$ cat config.mk
export PLATFORM = sky130hd
export DESIGN_NAME = rpfs_sequencer
export DESIGN_NICKNAME = d
export VERILOG_FILES = /design/src/core/rpfs_pkg.sv /design/src/core/rpfs_sequencer.sv /design/src/core/rpfs_sync.sv
export SDC_FILE = /design/constraint.sdc
export NUM_CORES = 1
export LEC_CHECK = 0
export CORE_ASPECT_RATIO = 0.9
export CORE_MARGIN = 2
export CORE_UTILIZATION = 45
export CTS_BUF_LIST = sky130_fd_sc_hd__clkbuf_8 sky130_fd_sc_hd__clkbuf_16
export CTS_CLUSTER_SIZE = 8
export DETAILED_ROUTE_END_ITERATION = 8
export DONT_BUFFER_PORTS = 1
export PLACE_DENSITY_LB_ADDON = 0.08
export SYNTH_ARGS = -nofsm -noshare
export SYNTH_HDL_FRONTEND = slang
export SYNTH_HIERARCHICAL = 1
export SYNTH_SLANG_ARGS = --single-unit
$ cat constraint.sdc
create_clock -name sys_clk_in -period 2.1 [get_ports sys_clk_in]
set_clock_uncertainty 0.1 [all_clocks]
set_input_delay 0.105 -clock sys_clk_in [delete_from_list [all_inputs] [get_ports sys_clk_in]]
set_output_delay 0.105 -clock sys_clk_in [all_outputs]
set_load 0.01 [all_outputs]
$ cat src/core/rpfs_pkg.sv
package rpfs_pkg;

  // ************************************************************
  // counts of slow crystal clock cycles
  // ************************************************************
  localparam int unsigned RESET_HOLD_CYCLES = 4096;
  localparam int unsigned FAULT_HOLD_CYCLES = 4096;
  localparam int unsigned FAULT_MIN_CYCLES  = 2048;
  localparam int unsigned WDOG_HOLD_CYCLES  = 4096;

  // ************************************************************
  // values after reset
  // ************************************************************
  localparam logic [15:0] BOOT_ADDR        = 16'h0000;
  localparam logic [7:0]  CFG_DEFAULT      = 8'h00;
  localparam logic [1:0]  SYNTH_STAT_CLEAR = 2'h0;

  // ************************************************************
  // sequencer states
  // ************************************************************
  typedef enum logic [2:0] {
    RPFS_RUN       = 3'b000,
    RPFS_EXT_RESET = 3'b001,
    RPFS_POWERDOWN = 3'b010,
    RPFS_HOLD      = 3'b011,
    RPFS_WDOG      = 3'b100
  } rpfs_state_t;

  // ************************************************************
  // control bundle toward the core
  // ************************************************************
  typedef struct packed {
    logic        core_reset;
    logic        digital_halt;
    logic        cfg_default_load;
    logic        synth_stat_clear;
    logic        ram_init;
    logic        power_down;
    logic [15:0] start_addr;
  } rpfs_ctrl_t;

endpackage

$ cat src/core/rpfs_sequencer.sv
module rpfs_sequencer #(
  parameter int unsigned RESET_HOLD = rpfs_pkg::RESET_HOLD_CYCLES,
  parameter int unsigned FAULT_HOLD = rpfs_pkg::FAULT_HOLD_CYCLES,
  parameter int unsigned WDOG_HOLD  = rpfs_pkg::WDOG_HOLD_CYCLES
) (
  input  wire logic          sys_clk_in,
  input  wire logic          rst_in,
  input  wire logic          ext_reset_in,
  input  wire logic          power_fault_sense_input_in,
  input  wire logic          hardware_watchdog_overflow_in,
  output rpfs_pkg::rpfs_ctrl_t ctrl_out,
  output logic               rtc_run_out
);

  // ************************************************************
  // parameter checks
  // ************************************************************
  localparam int unsigned CW = 13;

  // refused at elaboration: the counter cannot serve these holds
  if (RESET_HOLD < 2 || RESET_HOLD >= (1 << CW))
  begin
    $error("reset hold count out of range");
  end
  if (FAULT_HOLD < 2 || FAULT_HOLD >= (1 << CW))
  begin
    $error("fault hold count out of range");
  end
  if (WDOG_HOLD < 2 || WDOG_HOLD >= (1 << CW))
  begin
    $error("watchdog hold count out of range");
  end

  localparam logic [CW-1:0] RESET_LAST = CW'(RESET_HOLD - 1);
  localparam logic [CW-1:0] FAULT_LAST = CW'(FAULT_HOLD - 1);
  localparam logic [CW-1:0] WDOG_LAST  = CW'(WDOG_HOLD - 1);

  // ************************************************************
  // input synchronisers
  // ************************************************************
  logic ext_reset_s;
  logic pwr_good_s;
  logic wdog_ov;

  rpfs_sync #(.RESET_VALUE(1'b0)) u_sync_reset (
    .sys_clk_in (sys_clk_in),
    .rst_in     (rst_in),
    .async_in   (ext_reset_in),
    .sync_out   (ext_reset_s)
  );

  // power assumed good at start so no spurious fault
  rpfs_sync #(.RESET_VALUE(1'b1)) u_sync_fault (
    .sys_clk_in (sys_clk_in),
    .rst_in     (rst_in),
    .async_in   (power_fault_sense_input_in),
    .sync_out   (pwr_good_s)
  );

  // watchdog runs on this clock already, so no synchroniser
  assign wdog_ov = hardware_watchdog_overflow_in;

  // ************************************************************
  // state machine and hold counter
  // ************************************************************
  rpfs_pkg::rpfs_state_t state_q;
  rpfs_pkg::rpfs_state_t state_d;
  logic [CW-1:0]         cnt_q;
  logic [CW-1:0]         cnt_d;
  logic [CW-1:0]         last_q;
  logic [CW-1:0]         last_d;
  logic                  keep_cfg_q;
  logic                  keep_cfg_d;
  logic                  from_fault_q;
  logic                  from_fault_d;

  // fault wins over external reset, external reset wins over watchdog
  always_comb
  begin
    state_d      = state_q;
    cnt_d        = cnt_q;
    last_d       = last_q;
    keep_cfg_d   = keep_cfg_q;
    from_fault_d = from_fault_q;
    if (!pwr_good_s)
    begin
      state_d      = rpfs_pkg::RPFS_POWERDOWN;
      from_fault_d = 1'b1;
      cnt_d        = '0;
    end
    else if (ext_reset_s)
    begin
      state_d    = rpfs_pkg::RPFS_EXT_RESET;
      keep_cfg_d = 1'b0;
      cnt_d      = '0;
      last_d     = RESET_LAST;
    end
    else
    begin
      case (state_q)
        rpfs_pkg::RPFS_RUN:
        begin
          if (wdog_ov)
          begin
            state_d    = rpfs_pkg::RPFS_WDOG;
            keep_cfg_d = 1'b1;
            cnt_d      = '0;
            last_d     = WDOG_LAST;
          end
        end
        rpfs_pkg::RPFS_EXT_RESET:
        begin
          // reset input low: start hold count
          state_d = rpfs_pkg::RPFS_HOLD;
          cnt_d   = '0;
        end
        rpfs_pkg::RPFS_WDOG:
        begin
          state_d = rpfs_pkg::RPFS_HOLD;
          cnt_d   = '0;
        end
        rpfs_pkg::RPFS_POWERDOWN:
        begin
          // power back; alignment to crystal gives the spread
          state_d    = rpfs_pkg::RPFS_HOLD;
          keep_cfg_d = 1'b1;
          cnt_d      = '0;
          last_d     = FAULT_LAST;
        end
        rpfs_pkg::RPFS_HOLD:
        begin
          if (cnt_q == last_q)
          begin
            state_d      = rpfs_pkg::RPFS_RUN;
            from_fault_d = 1'b0;
          end
          else
            cnt_d = CW'(cnt_q + 1'b1);
        end
        default:
          state_d = rpfs_pkg::RPFS_EXT_RESET;
      endcase
    end
  end

  // system reset behaves as external reset with defaults loaded
  always_ff @(posedge sys_clk_in)
  begin
    if (rst_in)
    begin
      state_q      <= rpfs_pkg::RPFS_EXT_RESET;
      cnt_q        <= '0;
      last_q       <= RESET_LAST;
      keep_cfg_q   <= 1'b0;
      from_fault_q <= 1'b0;
    end
    else
    begin
      state_q      <= state_d;
      cnt_q        <= cnt_d;
      last_q       <= last_d;
      keep_cfg_q   <= keep_cfg_d;
      from_fault_q <= from_fault_d;
    end
  end

  // ************************************************************
  // registered control outputs
  // ************************************************************
  rpfs_pkg::rpfs_ctrl_t ctrl_q;
  rpfs_pkg::rpfs_ctrl_t ctrl_d;

  always_comb
  begin
    ctrl_d                  = '0;
    ctrl_d.start_addr       = rpfs_pkg::BOOT_ADDR;
    ctrl_d.core_reset       = (state_d != rpfs_pkg::RPFS_RUN);
    ctrl_d.digital_halt     = (state_d == rpfs_pkg::RPFS_EXT_RESET) ||
                              (state_d == rpfs_pkg::RPFS_WDOG);
    ctrl_d.cfg_default_load = (state_d == rpfs_pkg::RPFS_EXT_RESET) &&
                              !keep_cfg_d;
    ctrl_d.synth_stat_clear = (state_d == rpfs_pkg::RPFS_POWERDOWN);
    ctrl_d.power_down       = (state_d == rpfs_pkg::RPFS_POWERDOWN);
    ctrl_d.ram_init         = (state_d == rpfs_pkg::RPFS_HOLD) && from_fault_d;
  end

  always_ff @(posedge sys_clk_in)
  begin
    if (rst_in)
    begin
      ctrl_q                  <= '0;
      ctrl_q.core_reset       <= 1'b1;
      ctrl_q.digital_halt     <= 1'b1;
      ctrl_q.cfg_default_load <= 1'b1;
      ctrl_q.start_addr       <= rpfs_pkg::BOOT_ADDR;
    end
    else
      ctrl_q <= ctrl_d;
  end

  assign ctrl_out    = ctrl_q;
  // oscillator and real-time clock never stopped by reset
  assign rtc_run_out = 1'b1;

  // ************************************************************
  // assertions
  // ************************************************************
  a_ext_halt_core: assert property (@(posedge sys_clk_in) disable iff (rst_in)
    (ext_reset_s && pwr_good_s) |=> (ctrl_q.core_reset && ctrl_q.digital_halt))
    else $error("core not halted during external reset");

  a_cfg_default_load: assert property (@(posedge sys_clk_in) disable iff (rst_in)
    (ext_reset_s && pwr_good_s) |=> ctrl_q.cfg_default_load)
    else $error("configuration defaults not loaded");

  a_reset_hold_len: assert property (@(posedge sys_clk_in) disable iff (rst_in)
    (state_q == rpfs_pkg::RPFS_EXT_RESET && !ext_reset_s && pwr_good_s) |=>
      (state_q == rpfs_pkg::RPFS_HOLD && last_q == RESET_LAST && cnt_q == '0))
    else $error("reset hold count not started correctly");

  a_release_on_expiry: assert property (@(posedge sys_clk_in) disable iff (rst_in)
    (state_q == rpfs_pkg::RPFS_HOLD && cnt_q == last_q && pwr_good_s && !ext_reset_s)
      |=> !ctrl_q.core_reset)
    else $error("core not released on timer expiry");

  a_fault_clear_stat: assert property (@(posedge sys_clk_in) disable iff (rst_in)
    $fell(pwr_good_s) |=> (ctrl_q.synth_stat_clear && ctrl_q.power_down))
    else $error("fault did not clear status and power down");

  a_fault_hold_min: assert property (@(posedge sys_clk_in) disable iff (rst_in)
    (state_q == rpfs_pkg::RPFS_POWERDOWN && pwr_good_s && !ext_reset_s) |=>
      (last_q == FAULT_LAST && cnt_q == '0 && state_q == rpfs_pkg::RPFS_HOLD))
    else $error("fault recovery hold not armed");

  a_fault_ram_init: assert property (@(posedge sys_clk_in) disable iff (rst_in)
    (state_q == rpfs_pkg::RPFS_HOLD && from_fault_q && pwr_good_s && !ext_reset_s &&
     cnt_q != last_q) |=> ctrl_q.ram_init)
    else $error("processor RAM not reinitialised after fault");

  a_wdog_keep_cfg: assert property (@(posedge sys_clk_in) disable iff (rst_in)
    (state_q == rpfs_pkg::RPFS_RUN && wdog_ov && pwr_good_s && !ext_reset_s) |=>
      (ctrl_q.core_reset && !ctrl_q.cfg_default_load && last_q == WDOG_LAST))
    else $error("watchdog reset handled wrongly");

  a_boot_address: assert property (@(posedge sys_clk_in) disable iff (rst_in)
    $fell(ctrl_q.core_reset) |->
      (state_q == rpfs_pkg::RPFS_RUN && ctrl_q.start_addr == rpfs_pkg::BOOT_ADDR))
    else $error("core released with wrong start address");

endmodule

$ cat src/core/rpfs_sync.sv
module rpfs_sync #(
  parameter logic RESET_VALUE = 1'b0
) (
  input  wire logic sys_clk_in,
  input  wire logic rst_in,
  input  wire logic async_in,
  output logic      sync_out
);

  logic meta_q;
  logic meta_d;
  logic sync_q;
  logic sync_d;

  // ************************************************************
  // two-stage synchroniser
  // ************************************************************

  // first stage feeds only the second
  always_comb
  begin
    meta_d = async_in;
    sync_d = meta_q;
  end

  // registers hold their reset value so no false event at start
  always_ff @(posedge sys_clk_in)
  begin
    if (rst_in)
    begin
      meta_q <= RESET_VALUE;
      sync_q <= RESET_VALUE;
    end
    else
    begin
      meta_q <= meta_d;
      sync_q <= sync_d;
    end
  end

  assign sync_out = sync_q;

endmodule

# Yosys cells after proc, flatten, opt, wreduce, memory -nomap -nowiden
# Index checks and enable logic that the tools add are counted.
# word_totals
ff_bits	56
input_bits	5
output_inout_bits	23
# op_classes
n_addsub	1
n_eq_ne	12
mux	19
bitwise_logic	1
n_reduce_logical	12
# op_table
op	n
$mux W13	4
$pmux W13 S3	1
$pmux W13 S2	1
$add A13 B1 Y13 const B	1
$eq A13 B13 Y1	1
$eq A3 B2 Y1 const B	4
$mux W3	4
$pmux W3 S3	1
$reduce_bool A3 Y1	3
$mux W1	7
$eq A3 B1 Y1 const B	2
$eq A3 B3 Y1 const B	2
$reduce_and A3 Y1	2
$reduce_or A3 Y1	2
$ne A2 B2 Y1 const B	2
$logic_not A3 Y1	1
$ne A3 B2 Y1 const B	1
$logic_and A1 B1 Y1	2
$pmux W1 S2	1
$logic_not A1 Y1	1
$logic_or A1 B1 Y1	1
$not A1 Y1	1

# Longest topological paths before layout
# depth
word_depth	7
mapped_depth	7
mapped_depth_nobuf	5

# By module
# Netlist, hierarchy kept.
# modules_own_cells
mod	instances	cells_each	area_per_inst_um2	seq_area_each_um2
rpfs_sequencer	1	150	1282.5	460.4
rpfs_sync	2	4	52.6	40.0

# Least setup slack after synthesis
# Ideal clock, no wire load.
# synth_timing
path_kind	register -> register
start	register cnt_q[0]
end	register cnt_q[11]
setup_ns	0.070
arrival_time_ns	1.646
required_ns	1.930
slack_ns	0.284
path_stages_with_launch	7
path_buffers	1
cell_sequence	dfxtp_1 > ha_1 > and4_1 > and4_4 > buf_6 > or4_1 > a21oi_1
# synth_via
elab_chain_len	3
# synth_lines
item	line_no	source
from (decl)	rpfs_sequencer.sv:68	logic [CW-1:0] cnt_q;
from (signal assigned)	rpfs_sequencer.sv:160	cnt_q <= cnt_d;
$add A13 B1 Y13 / $eq A13 B13 Y1 (equally long branches)	rpfs_sequencer.sv:138, rpfs_sequencer.sv:132	
$mux W13 / $ne A2 B2 Y1 (equally long branches)	n/a	
$pmux W13 S3 / $reduce_and A3 Y1 (equally long branches)	n/a	
# Several ways; a longest one is shown, not always the timed one. The select of a mux whose other input is x is not followed.
# A chain may end at the register's enable or synchronous reset.

# Final worst setup path
# layout_timing
start	register state_q[2]
end	register cnt_q[11]
# layout_via
elab_chain_len	4
# layout_lines
item	line_no	source
from (decl)	rpfs_sequencer.sv:66	rpfs_pkg::rpfs_state_t state_q;
from (signal assigned)	rpfs_sequencer.sv:151	state_q <= rpfs_pkg::RPFS_EXT_RESET;
from (signal assigned)	rpfs_sequencer.sv:159	state_q <= state_d;
$eq A3 B2 Y1, or another cell as far along	rpfs_sequencer.sv:100	case (state_q)
$reduce_or A3 Y1 (no line)	n/a	
$reduce_bool A3 Y1 (no line)	n/a	
$reduce_and A3 Y1 (no line)	n/a	
# Several ways; a longest one is shown, not always the timed one.

==> summary.txt <==
Synth
  • FFs w/ async S/R, synth: 0
  • Sequential area share after synthesis: 0.390
  • Unique cell type count in the Yosys netlist: 38
  • Largest area contributor in the netlist: dfxtp_1
  • Post-Synthesis Cell Area: 1390 um^2
  • Flops & latches, synth: 27
  • Area contributors post-synth: dfxtp_1 39%, buf_4 11%, o31ai_1 4.9%
  • Post-synthesis cell count: 158
  • Post-synth EDFFs: 0
  • Top-area cell type share of the netlist area: 0.390
  • Synthesized area per cell: 8.78 um^2
  • Ys Warns: 6
  • Main synth FF type: dfxtp_1

STA
  • Crit path time final: 1.91 ns
  • Tcrit/Tclk final: 0.907
  • Setup TNS: 0 ns
  • Fin Hold WS: 0.0222 ns
  • RSZ-0062 raised after global routing: false
  • Final Hold Vio Count: 0
  • Achievable Freq: 0.525 GHz
  • Final setup vio count: 0
  • Max-slew violation count: 0

Setup path
  • Worst Path Arrival: 2.00 ns
  • Crit end category: flip-flop
  • Max FO, Critical Path: 20
  • Setup crit start kind: flip-flop
  • Critical Path RT: 2.20 ns
  • Crit Path Class: flip-flop to flip-flop

Route
  • DRC violations left: 0
  • Initial DRT Pass Iterations: 4
  • Final wirelength: 2410 um
  • Vias: 1,058
  • DR WL/cell: around 12 um
  • Number of vias per cell: 5.40
  • DRT iter0 DRCs: 39
  • Antenna-violating nets left: 0

Job
  • Max-cap viol count: 0

Clocking
  • Clock buffer depth: 2
  • CTS tree: yes
  • Post-CTS Setup Inserts: 0
  • TritonCTS Sinks: 27
  • TritonCTS buffer count: 3
  • Worst-Skew Late Latency: approximately 0.27 ns
  • H-tree Lvls: 1
  • Clk Tree Root Cell: clkbuf_8
  • Worst-path clk slew: 0.09 ns

Layout
  • Nets: 161
  • Leading cell type in the layout, fill and taps excluded: dfxtp_1
  • Most frequent cells in the layout: 27 x dfxtp_1, 17 x conb_1, 13 x a21oi_1
  • Antenna Cells: 0
  • Area Overhead vs Synth: 0.180%
  • Share of cells above drive strength 1: 0.0779

Placed design
  • Count of buffers from port buffering: 0
  • GP Congestion: 0.786
  • Placed wire-length estimate: 1720 um

Die
  • Die span in x: 62.5 um
  • Core Region: 3000 um^2
  • Core Rows: 19
  • Die Footprint: 3540 um^2
  • Chip height: 56.7 um
  • I/O pins: 28
  • Initial Utilization: 0.463

Power and ir drop
  • Cell leakage power: 0.500 nW
  • Worst IR Drop VDD: roughly 0.34 mV
  • Power per Cell Area: 640 nW/um^2

GRT
  • Vias in the first global route: 930
  • First-pass GRT wire length: 4170 um
  • Initial antenna violation count: 0
  • Largest net degree at the start of global routing: 21
  • GRT Overall Usage: 0.147
  • Gr ovfl total: 0

Hold path
  • Hold Path Class: input pin to flip-flop

Status
  • Status: completed
-- power breakdown --
part,internal (W),switching (W),total (W)
Sequential,0.000526,0.0000156,0.000541
Combinational,0.0000253,0.0000419,0.0000672
Clock,0.000131,0.000151,0.000282
-- sequential cells by signal, indices dropped and copies added, names as in the netlist --
name / cells
ctrl_out: 5
cnt_q: 13
from_fault_q: 1
state_q: 3
u_sync_fault/sync_out: 1
u_sync_fault/meta_q: 1
keep_cfg_q: 1
u_sync_reset/sync_out: 1
u_sync_reset/meta_q: 1
-- cells by family (layout without fill, tap and decap cells) --
kind of cell	Yosys count	after routing	share of synthesized area
compound gates	40	40	0.183
flops	27	27	0.390
buf+inv	31	12	0.151
fa+ha+maj	1	1	0.00902
simple gates	57	57	0.261
other cells	2	17	0.00541
-- repair_timing --
item	CTS	global route
setup endpoints to repair	0	0
hold buffers	4	0
hold endpoints to repair	12	0
resized for setup	0	0
-- synth_stat cells (2+ instances only) --
cell       n
or3_1      3
o31ai_1    9
nand3b_1   2
nand2b_1   2
conb_1     2
or4_1      9
buf_2      3
clkbuf_1   3
and4_1     3
nor2_1     6
or2_1      2
and2_1     2
buf_4     20
a21oi_1   13
nor2b_1    2
nand4_1    3
dfxtp_1   27
nor3_1     3
o21ai_0    9
nand3_1    4
nand2_1    8
a21oi_2    3
and3_1     2
inv_1      3
buf_6      2
-- cell type report --
class / instances / area, um^2
sequential: 27 / 541
fill: 314 / 1610
tap: 42 / 52.6
multi-input combinational: 115 / 693
inverter: 3 / 11.3
clock inverter: 1 / 3.75
timing repair buffer: 5 / 47.5
clock buffer: 3 / 41.3
-- metal layers --
metal | part of all wire | track usage | vias up
met5 | 0 | 0 | -
met4 | 0.0079 | 0.0381 | 0
met1 | 0.49 | 0.201 | 487
li1 | - | - | 536
met2 | 0.44 | 0.226 | 33
met3 | 0.059 | 0.0441 | 2
-- critical path, cell delays in order, from the launching register on --
cell and delay (ns):
dfxtp_1 0.54, and4bb_4 0.30, and4_4 0.24, or4_1 0.50
a21oi_1 0.15
-- stage by stage --
stage,std cells,cell area [um^2],utilization,setup slack [ns],power [W]
floorplan,173,1440,-,0.284,0.000631
global placement,188,1310,0.436,0.236,0.000611
detailed placement,188,1310,0.436,0.216,0.000612
CTS,196,1390,0.464,0.192,0.000905
global route,196,1390,0.464,0.0280,0.000934
finish,196,1390,0.464,0.194,0.000890
-- final timing paths --
path	startpoint	end	slack [ns]	depth (start not counted)
setup / recovery	state_q[2]	cnt_q[11]	0.19	4
hold / removal	rst_in	ctrl_out[21]	0.02	3
setup reg to reg	state_q[2]	cnt_q[11]	0.19	4
hold reg to reg	u_sync_fault/meta_q	u_sync_fault/sync_out	0.31	1
Power figures use the tool's default switching activity.
